$ cat config.mk
export PLATFORM = sky130hd
export DESIGN_NAME = cbc_color_balance
export DESIGN_NICKNAME = d
export VERILOG_FILES = /design/src/inc/cbc_pkg.sv /design/src/design/cbc_color_balance.sv
export SDC_FILE = /design/constraint.sdc
export NUM_CORES = 1
export LEC_CHECK = 0
export ABC_AREA = 1
export BUFFER_PORTS_ARGS = -buffer_cell sky130_fd_sc_hd__clkbuf_2
export CORE_MARGIN = 3
export CORE_UTILIZATION = 36
export CTS_CLUSTER_SIZE = 24
export DETAILED_ROUTE_END_ITERATION = 6
export PLACE_DENSITY = 0.51
export SETUP_SLACK_MARGIN = 0.15
export SKIP_LAST_GASP = 1
export SYNTH_ARGS = -nofsm -noshare
export SYNTH_HDL_FRONTEND = slang
export SYNTH_SLANG_ARGS = --single-unit
export TNS_END_PERCENT = 50
$ cat constraint.sdc
create_clock -name clock -period 10.3 [get_ports clock]
set_input_delay 2.06 -clock clock [delete_from_list [all_inputs] [get_ports clock]]
set_output_delay 2.06 -clock clock [all_outputs]
set_load 0.01 [all_outputs]
$ cat src/inc/cbc_pkg.sv
/*
 Constants of the colour balance controller: register address, field
 positions, gain limits, run length and timeout.
 Assumes a 200 MHz camera clock and a 32-bit register word, bit 31 = MSB.
*/
package cbc_pkg;
	// ----------------------------------------
	// Register address and field positions
	// ----------------------------------------
	localparam logic [31:0] CBC_REG_ADDR = 32'hf0f0080c;
	localparam int CBC_PRES_BIT = 31;
	localparam int CBC_ABS_BIT = 30;
	localparam int CBC_ONE_BIT = 26;
	localparam int CBC_ON_BIT = 25;
	localparam int CBC_AM_BIT = 24;
	localparam int CBC_GAIN_W = 12;
	localparam int CBC_UB_LSB = 12;
	localparam int CBC_VR_LSB = 0;
	localparam logic [2:0] CBC_RSVD = 3'h0;
	// ----------------------------------------
	// Gain codes
	// ----------------------------------------
	localparam logic [CBC_GAIN_W-1:0] CBC_GAIN_MAX = 12'h238;
	localparam logic [CBC_GAIN_W-1:0] CBC_GAIN_MID = 12'h11c;
	localparam logic [CBC_GAIN_W-1:0] CBC_GAIN_STEP = 12'h001;
	localparam real CBC_STEP_DB = 0.0353;
	// ----------------------------------------
	// Run length and timing
	// ----------------------------------------
	localparam int CBC_CNT_W = 4;
	localparam logic [CBC_CNT_W-1:0] CBC_RUN_LAST = 4'h8;
	localparam longint CBC_CLK_HZ = 200000000;
	localparam longint CBC_TIMEOUT_S = 10;
	localparam longint CBC_TIMEOUT_CYC = CBC_TIMEOUT_S * CBC_CLK_HZ;
	typedef enum logic {CBC_IDLE, CBC_RUN} cbc_state_e;
endpackage : cbc_pkg

$ cat src/design/cbc_color_balance.sv
/*
 Colour balance controller: control/status word, one-shot and continuous
 balancing from windowed R/G/B sums, timeout on a stalled frame stream in continuous mode.
 Assumes register strobes and pixel stream come from logic on the same
 clock; frame_end is a pulse in the cycle after the last pixel.
*/
`timescale 1ns/100ps
module cbc_color_balance
	import cbc_pkg::*;
#(
	parameter int PIX_W = 8,
	parameter int COORD_W = 16,
	parameter int SUM_W = 40,
	parameter longint TIMEOUT_CYC = cbc_pkg::CBC_TIMEOUT_CYC
)(
	input wire logic clock, // Camera clock, 200 MHz
	input wire logic rst, // Asynchronous reset, active high
	input wire logic reg_wr, // Register write strobe
	input wire logic reg_rd, // Register read strobe
	input wire logic [31:0] reg_addr, // Register address
	input wire logic [31:0] reg_wdata, // Write data
	output logic [31:0] reg_rdata, // Read data
	output logic reg_rack, // Read data valid
	input wire logic [cbc_pkg::CBC_GAIN_W-1:0] abs_ub, // Absolute blue-side gain
	input wire logic [cbc_pkg::CBC_GAIN_W-1:0] abs_vr, // Absolute red-side gain
	input wire logic stream_transmit_enable, // Stream output on
	input wire logic capture_active, // Capture running
	input wire logic frame_start, // First pixel of frame
	input wire logic frame_end, // Frame finished
	input wire logic pix_valid, // Pixel valid
	input wire logic [COORD_W-1:0] pix_x, // Pixel column
	input wire logic [COORD_W-1:0] pix_y, // Pixel row
	input wire logic [PIX_W-1:0] pix_r, // Red sample
	input wire logic [PIX_W-1:0] pix_g, // Green sample
	input wire logic [PIX_W-1:0] pix_b, // Blue sample
	input wire logic window_enable, // Measurement window on
	input wire logic [COORD_W-1:0] win_x, // Window left
	input wire logic [COORD_W-1:0] win_y, // Window top
	input wire logic [COORD_W-1:0] win_w, // Window width
	input wire logic [COORD_W-1:0] win_h, // Window height
	input wire logic [COORD_W-1:0] img_x, // Image left
	input wire logic [COORD_W-1:0] img_y, // Image top
	input wire logic [COORD_W-1:0] img_w, // Image width
	input wire logic [COORD_W-1:0] img_h, // Image height
	output logic [cbc_pkg::CBC_GAIN_W-1:0] gain_ub, // Applied blue gain
	output logic [cbc_pkg::CBC_GAIN_W-1:0] gain_vr, // Applied red gain
	output logic [cbc_pkg::CBC_GAIN_W-1:0] gain_green, // Applied green gain
	output logic frame_request, // Self-generated frames
	output logic transmit_frames, // Send run frames out
	output logic capture_restart, // Restart capture pulse
	output logic balance_busy // One-shot run active
);
	import cbc_pkg::*;

	if (PIX_W < 1 || COORD_W < 1 || SUM_W < PIX_W + 2 || TIMEOUT_CYC < 2
		|| TIMEOUT_CYC >= 64'h100000000)
	begin : g_bad_param
		$error("cbc_color_balance: unsupported parameter values");
	end

	localparam logic [31:0] TMO_LAST = 32'(TIMEOUT_CYC - 1);

	// ----------------------------------------
	// Register decode
	// ----------------------------------------
	cbc_state_e state_reg, state_next;
	logic abs_reg, on_reg, am_reg, tx_reg, was_cap_reg;
	logic [CBC_GAIN_W-1:0] ub_reg, vr_reg, ub_next, vr_next;
	logic [CBC_CNT_W-1:0] cnt_reg;
	logic [31:0] tmr_reg;
	logic [SUM_W-1:0] sr_reg, sg_reg, sb_reg;

	wire hit = reg_addr == CBC_REG_ADDR;
	wire wr_hit = reg_wr && hit;
	wire rd_hit = reg_rd && hit;
	wire run = state_reg == CBC_RUN;
	wire w_one = reg_wdata[CBC_ONE_BIT];
	wire w_am = reg_wdata[CBC_AM_BIT];
	wire start = wr_hit && w_one && !w_am;
	wire val_we = wr_hit && on_reg && !am_reg && !run;
	wire [CBC_GAIN_W-1:0] w_ub = reg_wdata[CBC_UB_LSB +: CBC_GAIN_W];
	wire [CBC_GAIN_W-1:0] w_vr = reg_wdata[CBC_VR_LSB +: CBC_GAIN_W];
	wire [31:0] rd_word = {1'b1, abs_reg, CBC_RSVD, run, on_reg, am_reg,
		ub_reg, vr_reg};

	// ----------------------------------------
	// Measurement window and sums
	// ----------------------------------------
	wire [COORD_W-1:0] ax = window_enable ? win_x : img_x;
	wire [COORD_W-1:0] ay = window_enable ? win_y : img_y;
	wire [COORD_W-1:0] aw = window_enable ? win_w : img_w;
	wire [COORD_W-1:0] ah = window_enable ? win_h : img_h;
	// Offsets avoid the overflow that x+w would suffer near the edge
	wire [COORD_W-1:0] dx = pix_x - ax;
	wire [COORD_W-1:0] dy = pix_y - ay;
	wire in_win = pix_x >= ax && dx < aw && pix_y >= ay && dy < ah;
	wire take = pix_valid && in_win;
	wire [SUM_W-1:0] add_r = take ? SUM_W'(pix_r) : '0;
	wire [SUM_W-1:0] add_g = take ? SUM_W'(pix_g) : '0;
	wire [SUM_W-1:0] add_b = take ? SUM_W'(pix_b) : '0;
	wire [SUM_W-1:0] base_r = frame_start ? '0 : sr_reg;
	wire [SUM_W-1:0] base_g = frame_start ? '0 : sg_reg;
	wire [SUM_W-1:0] base_b = frame_start ? '0 : sb_reg;

	// ----------------------------------------
	// Correction step
	// ----------------------------------------
	// One code per frame: slow, but it can never overshoot by more
	// than a step and needs no divider.
	wire adjust = frame_end && (run || (am_reg && on_reg));
	wire ub_up = sb_reg < sg_reg && ub_reg < CBC_GAIN_MAX;
	wire ub_dn = sb_reg > sg_reg && ub_reg != '0;
	wire vr_up = sr_reg < sg_reg && vr_reg < CBC_GAIN_MAX;
	wire vr_dn = sr_reg > sg_reg && vr_reg != '0;
	wire [CBC_GAIN_W-1:0] w_ub_c = w_ub > CBC_GAIN_MAX ? CBC_GAIN_MAX : w_ub;
	wire [CBC_GAIN_W-1:0] w_vr_c = w_vr > CBC_GAIN_MAX ? CBC_GAIN_MAX : w_vr;

	always_comb
	begin
		ub_next = ub_reg;
		vr_next = vr_reg;
		if (adjust)
		begin
			if (ub_up)
				ub_next = ub_reg + CBC_GAIN_STEP;
			else if (ub_dn)
				ub_next = ub_reg - CBC_GAIN_STEP;
			if (vr_up)
				vr_next = vr_reg + CBC_GAIN_STEP;
			else if (vr_dn)
				vr_next = vr_reg - CBC_GAIN_STEP;
		end
		else if (val_we)
		begin
			ub_next = w_ub_c;
			vr_next = w_vr_c;
		end
	end

	// ----------------------------------------
	// One-shot sequencing
	// ----------------------------------------
	wire finish = run && frame_end && cnt_reg == CBC_RUN_LAST;
	wire tmo = am_reg && on_reg && tmr_reg == TMO_LAST;

	always_comb
	begin
		state_next = state_reg;
		unique case (state_reg)
			CBC_IDLE:
				if (start)
					state_next = CBC_RUN;
			CBC_RUN:
				if (finish && !start)
					state_next = CBC_IDLE;
		endcase
	end

	// Applied gains: absolute inputs override the stored fields
	wire [CBC_GAIN_W-1:0] app_ub = abs_reg ? abs_ub : ub_reg;
	wire [CBC_GAIN_W-1:0] app_vr = abs_reg ? abs_vr : vr_reg;
	wire both_low = app_ub < CBC_GAIN_MID && app_vr < CBC_GAIN_MID;
	wire [CBC_GAIN_W-1:0] app_min = app_ub < app_vr ? app_ub : app_vr;
	wire [CBC_GAIN_W-1:0] app_g = both_low ? app_min : CBC_GAIN_MID;

	// ----------------------------------------
	// Registers
	// ----------------------------------------
	always_ff @(posedge clock or posedge rst)
	begin
		if (rst)
		begin
			state_reg <= CBC_IDLE;
			ub_reg <= CBC_GAIN_MID;
			vr_reg <= CBC_GAIN_MID;
			cnt_reg <= '0;
		end
		else
		begin
			state_reg <= state_next;
			ub_reg <= ub_next;
			vr_reg <= vr_next;
			if (start)
				cnt_reg <= '0;
			else if (run && frame_end)
				cnt_reg <= cnt_reg + 4'h1;
		end
	end

	always_ff @(posedge clock or posedge rst)
	begin
		if (rst)
		begin
			abs_reg <= 1'b0;
			on_reg <= 1'b0;
			am_reg <= 1'b0;
		end
		else if (wr_hit)
		begin
			abs_reg <= reg_wdata[CBC_ABS_BIT];
			on_reg <= reg_wdata[CBC_ON_BIT];
			am_reg <= w_am;
		end
		else if (tmo)
			am_reg <= 1'b0;
	end

	// Stall timer restarts on every frame, so a trigger gap shows directly
	always_ff @(posedge clock or posedge rst)
	begin
		if (rst)
			tmr_reg <= '0;
		else if (frame_end || !am_reg || !on_reg || wr_hit)
			tmr_reg <= '0;
		else
			tmr_reg <= tmr_reg + 32'h1;
	end

	always_ff @(posedge clock or posedge rst)
	begin
		if (rst)
		begin
			sr_reg <= '0;
			sg_reg <= '0;
			sb_reg <= '0;
		end
		else
		begin
			sr_reg <= base_r + add_r;
			sg_reg <= base_g + add_g;
			sb_reg <= base_b + add_b;
		end
	end

	always_ff @(posedge clock or posedge rst)
	begin
		if (rst)
		begin
			tx_reg <= 1'b0;
			was_cap_reg <= 1'b0;
			capture_restart <= 1'b0;
		end
		else
		begin
			if (start && !run)
			begin
				tx_reg <= stream_transmit_enable;
				was_cap_reg <= capture_active;
			end
			else if (finish && !start)
				tx_reg <= 1'b0;
			capture_restart <= finish && !start && was_cap_reg;
		end
	end

	always_ff @(posedge clock or posedge rst)
	begin
		if (rst)
		begin
			reg_rdata <= '0;
			reg_rack <= 1'b0;
			gain_ub <= CBC_GAIN_MID;
			gain_vr <= CBC_GAIN_MID;
			gain_green <= CBC_GAIN_MID;
		end
		else
		begin
			reg_rack <= reg_rd;
			reg_rdata <= rd_hit ? rd_word : '0;
			gain_ub <= app_ub;
			gain_vr <= app_vr;
			gain_green <= app_g;
		end
	end

	assign frame_request = run;
	assign balance_busy = run;
	assign transmit_frames = tx_reg;
endmodule : cbc_color_balance

-- Word-level counts from Yosys, hierarchy flattened
Index checks and enable logic that the tools add are counted.
Widths: inputs -> output; s select.
- output and inout bits: 73
- input bits: 282
- logic and storage cells: 127
- flip-flop bits (word level): 256
- equal/unequal tests: 5
- mux-type cells: 35
- $lt $le $gt $ge: 15
- $add $sub $neg: 11
- bitwise gates (word level): 1
- reduce and logical (&&, ||, !) cells: 41
- operator list (kind ; number):
    $mux 12 ; 14
    $add 40x8->40 ; 3
    $mux 40 ; 3
    $gt 40x40->1 ; 2
    $lt 40x40->1 ; 2
    $mux 16 ; 4
    $mux 32 ; 2
    $add 32x1->32 const B ; 1
    $eq 32x31->1 const B ; 1
    $eq 32x32->1 const B ; 1
    $ge 16x16->1 ; 2
    $lt 16x16->1 ; 2
    $sub 16x16->16 ; 2
    $add 12x1->12 const B ; 2
    $gt 12x10->1 const B ; 2
    $logic_and 1x1->1 ; 24
    $lt 12x10->1 const B ; 2
    $lt 12x9->1 const B ; 2
    $mux 8 ; 3
    $reduce_bool 12->1 ; 2
    $sub 12x1->12 const B ; 2
    $lt 12x12->1 ; 1
    $mux 4 ; 2
    $reduce_bool 2->1 ; 4
    other kinds (9) ; 23

-- Longest topological paths before layout
- word-level depth: 9
- gate-level depth with buffers: 36
- gate-level depth less buffers: 35

-- Worst setup path before layout
Ideal clock, no wire load.
- path type: input -> register
- start point: input window_enable
- end point: register sg_reg[34]
- setup time: 128 ps
- stages: 31
- setup slack: 3175 ps
- path buffers: 3
- arrival time: 6997 ps
- required time: 10172 ps
- path through: buf_2 -> buf_1 -> mux2i_1 -> ha_1 -> inv_1 -> o21ai_0 -> a21boi_0 -> nand2_1 -> a21oi_1 -> o21ai_0 -> nand2_1 -> nand2_1 -> xor2_1 -> ha_1 -> nand2_1 -> nor3_1 -> nand3_1 -> a21oi_1 -> clkbuf_1 -> nor3_1 -> ha_1 -> fa_1 -> nand3_1 -> nand2_1 -> nand2_1 -> nand2_1 -> nand2_1 -> nor2_1 -> nand3b_1 -> nor3_2 -> xor2_1
- cells in the longest elaborated chain, start to end: 9
- elaborated cells between the ends (all ways): 16
- those cells by class: 3 x add/sub; 4 x order compare; 5 x mux; 4 x reduce/logical
- ends and longest elaborated chain (what ; line ; source):
    start, declared ; cbc_color_balance.sv:36 ; input wire logic window_enable,
    $mux 16 ; cbc_color_balance.sv:89 ; wire [COORD_W-1:0] ax = window_enable ? win_x : img_x;
    $sub 16x16->16 ; cbc_color_balance.sv:94 ; wire [COORD_W-1:0] dx = pix_x - ax;
    $lt 16x16->1 ; cbc_color_balance.sv:96 ; wire in_win = pix_x >= ax && dx < aw && pix_y >= ay && dy < ah;
    $logic_and 1x1->1 (2 in series) ; cbc_color_balance.sv:96 ;
    $logic_and 1x1->1 * ; cbc_color_balance.sv:96 ;
    $logic_and 1x1->1 * ; cbc_color_balance.sv:97 ; wire take = pix_valid && in_win;
    $mux 8 * ; cbc_color_balance.sv:99 ; wire [SUM_W-1:0] add_g = take ? SUM_W'(pix_g) : '0;
    $add 40x8->40 * ; cbc_color_balance.sv:230 ; sg_reg <= base_g + add_g;
    end signal, assigned ; cbc_color_balance.sv:230 ;
    end, declared ; cbc_color_balance.sv:71 ; logic [SUM_W-1:0] sr_reg, sg_reg, sb_reg;
Every way passes the cells marked *; elsewhere a longest branch is shown, timed or not.
A chain may end at the register's enable or synchronous reset.

-- Worst setup path in the final report
- start point: input window_enable
- end point: register sr_reg[28]
- cells in the longest elaborated chain, start to end: 9
- elaborated cells between the ends (all ways): 16
- those cells by class: 3 x add/sub; 4 x order compare; 5 x mux; 4 x reduce/logical
- ends and longest elaborated chain (what ; line ; source):
    $mux 16 ; cbc_color_balance.sv:89 ;
    $sub 16x16->16 ; cbc_color_balance.sv:94 ;
    $lt 16x16->1 ; cbc_color_balance.sv:96 ;
    $logic_and 1x1->1 (2 in series) ; cbc_color_balance.sv:96 ;
    $logic_and 1x1->1 * ; cbc_color_balance.sv:96 ;
    $logic_and 1x1->1 * ; cbc_color_balance.sv:97 ;
    $mux 8 * ; cbc_color_balance.sv:98 ; wire [SUM_W-1:0] add_r = take ? SUM_W'(pix_r) : '0;
    $add 40x8->40 * ; cbc_color_balance.sv:229 ; sr_reg <= base_r + add_r;
    end signal, assigned ; cbc_color_balance.sv:229 ;
    end, declared ; cbc_color_balance.sv:71 ;
Marks and branches as above.

==> summary.md <==
| Metric | Value |
|---|---|
| CTS tree | `yes` |
| Dpl cells | `approximately 3,800` |
| Peak supply drop | `approximately 0.098 mV` |
| First-pass GRT wire length | `between 100,000 and 150,000 microns` |
| Vias/cell | `approximately 5` |
| Core area | `around 0.056 sq mm` |
| Post-synthesis async set-or-reset flop share | `100%` |
| WL/cell | `17.2 microns` |
| RSZ-0062 raised after global routing | `false` |
| Max Slew Vio Count | `0` |
| Clk root buf | `clkbuf_16` |
| Crit Path Max Fanout | `27` |
| R2r setup slk | `about 6200 ps` |
| Filler cells | `between 5,000 and 6,000` |
| Non-filler cells, final | `roughly 3,800` |
| Startpoint types | `primary input` |
| Syn Std Cell Area | `roughly 0.020 sq mm` |
| Antenna Nets Post-Route | `0` |
| Max H-tree Level | `2` |
| Port Buffer Count | `347` |
| Nets@finish | `3,557` |
| Post-CTS Setup Inserts | `0` |
| Relative slew slack | `between 20% and 30%` |
| Initial antenna violation count | `6` |
| Clk slew on worst S/H paths | `50 ps` |
| DR iter-0 viols | `around 1,000` |
| Share of layout cells above drive strength 1 | `about 18%` |
| Total global-route track usage | `22.1%` |
| Clock buffer depth | `3` |
| Worst-Margin Slew | `~1100 ps` |
| Row cnt | `86` |
| Lkg Pwr | `12.4 nW` |
| Number of synthesized flops with an enable pin | `0` |
| Hold_buf cts | `0` |
| Reg area | `0.00636 sq mm` |
| R2R Path Start | `sg_reg[19]` |
| Via count | `between 15,000 and 20,000` |
| Syn. warnings | `0` |
| 1st-pass router iterations | `5` |
| DIE AREA | `between 0.05 and 0.06 sq mm` |
| Fmax | `between 100 and 150 MHz` |
| Critical Path AT | `roughly 8600 ps` |
| Most frequent cells in the layout | `nand2_1 (582), inv_1 (372), clkbuf_2 (345)` |
| Routed WL | `~66,000 microns` |
| CP max stage delay | `around 700 ps` |
| Clock Sinks | `around 250` |
| Critical Path Source | `window_enable` |
| Mean Syn Cell Area | `7.50 sq um` |
| #FFs+latches synth | `253` |
| Share of the clock period used by the worst path | `between 70 and 80%` |
| Worst setup margin | `roughly 2200 ps` |
| Cell Pwr Density | `160 mW/mm^2` |
| Pin count of the biggest net entering global routing | `135` |
| Multi-input combinational cell area | `about 0.012 sq mm` |
| Gates resized, CTS repair | `0` |
| Placer Congestion | `0.951` |
| Clk_lat worst skew | `550 ps` |
| Final HPWL DP | `53,400 microns` |
| Max Cap Viol | `0` |
| Post-Syn Instances | `roughly 2,700` |
| Worst hold path type | `flop to flop` |
| Clock skew | `roughly 25 ps` |
| TritonCTS Buffers | `35` |
| Outcome | `finished, final reports clean` |
| CP Capture Type | `flop` |
| Critical Path Most Common Cell | `nand2_1` |
| Die H | `between 200 and 250 microns` |
| CP Class | `primary input to flop` |
| Setup Total Neg Slack | `0 ps` |
| Most common cell after layout, fill and taps aside | `nand2_1` |
| Area grow syn2layout | `18.0%` |
| DRC errors left | `0` |
| Ys flop type | `dfrtp_1` |
| I/O pin total | `around 360` |
| Yosys cell types | `60` |
| Register area share after synthesis | `between 30% and 40%` |
| Overflow after GRT | `0` |
| CP max-delay cell | `a21oi_2` |
| Initial core utilization | `between 30% and 40%` |
| Die X | `~240 microns` |
| Vias in the first global route | `a little under 20,000` |
| Min-Delay Startpoint | `tmr_reg[0]` |
| Data required, critical path | `about 11,000 ps` |
| Setup WS pre-CTS | `1640 ps` |
| Min cycle time layout | `about 8100 ps` |
| Final Hold Viols | `0` |
| Final Util | `a little over two fifths` |
| Setup Viol. Count Final | `0` |
==> Yosys cell counts (9+ instances only) <==
library cell  instances  share of area, %
ha_1                200                12
nand4_1              57               1.8
buf_2                12              0.29
a21o_1                9              0.33
inv_2                17              0.31
nor4_1               32              0.98
o21ai_1              17              0.42
mux2i_1              59               2.9
dfrtp_1             233                29
xnor2_1              41               1.8
nand2_1             582                11
inv_1               373               6.9
nor2_2               26              0.80
nor2_1              303               5.6
nand3_1             133               3.3
nor2_4               13              0.72
o211ai_1             10              0.37
o21ai_0              74               1.8
buf_1                10              0.18
a21oi_1             126               3.1
nor3_2               21               1.0
o21a_1               11              0.41
xor2_1              119               5.1
nor4_2                9              0.55
dfstp_2              20               2.6
nor3_1               88               2.2
clkbuf_1             15              0.28
==> cell families (layout without fill, tap and decap cells) <==
| logic type | count (synthesis) | after routing | synth area share, % |
|---|---|---|---|
| and+or+nand+nor | 1318 | 1318 | 29.8 |
| other | 1 | 11 | 0.0184 |
| adders and majority gates | 207 | 207 | 13.0 |
| xor gates and xnor gates | 160 | 160 | 6.88 |
| DFF | 253 | 253 | 31.2 |
| muxes | 59 | 59 | 2.90 |
| AOI/OAI and AO/OA | 278 | 278 | 7.57 |
| buffers and inverters | 442 | 810 | 8.67 |
==> critical path, delay by kind of cell <==
kind / cells / cell delay [ps]
and+or+nand+nor: 15 / 2340
buffers and inverters: 5 / 960
adders and majority gates: 3 / 1130
xor gates and xnor gates: 2 / 190
AOI/OAI and AO/OA: 7 / 1840
==> per-layer routing <==
layer	vias to the layer above	global-route usage, %	wire [microns]
met2	465	38.2	31300
met5	-	0	0
met3	127	2.55	2590
li1	9574	-	-
met1	9065	28.2	29800
met4	0	8.32	2380
==> power breakdown <==
group,switching (mW),internal (mW),total (mW),leakage [nW]
Combinational,0.891,0.534,1.42,8.44
Sequential,0.0997,1.08,1.18,3.36
Clock,0.483,0.757,1.24,0.576
==> metrics by stage <==
step | instance area, sq um | hold slack [ps] | power, mW
floorplan | 20400 | 433 | 2.21
global placement | 22900 | 449 | 2.59
CTS | 24000 | 471 | 3.89
detailed placement | 22900 | 464 | 2.62
global route | 24100 | 486 | 4.15
finish | 24100 | 474 | 3.84
==> path summary, 6_finish.rpt <==
| check | to | cells after the start |
|---|---|---|
| worst max-delay path | sr_reg[28] | 32 |
| worst min-delay path | tmr_reg[0] | 1 |
| worst max register to register | ub_reg[8] | 19 |
| worst min register to register | tmr_reg[0] | 1 |
| max in group asynchronous | vr_reg[0] | 3 |
| min in group asynchronous | reg_rdata[1] | 2 |
==> layout make-up <==
class | instances | share of cell area, %
tap | 748 | 3.89
antenna | 5 | 0.0520
inverter | 392 | 6.17
timing repair buffer | 358 | 7.59
sequential | 253 | 26.4
clock inverter | 14 | 0.676
clock buffer | 46 | 4.15
multi-input combinational | 2028 | 51.1
(Power assumes the default switching activity.)
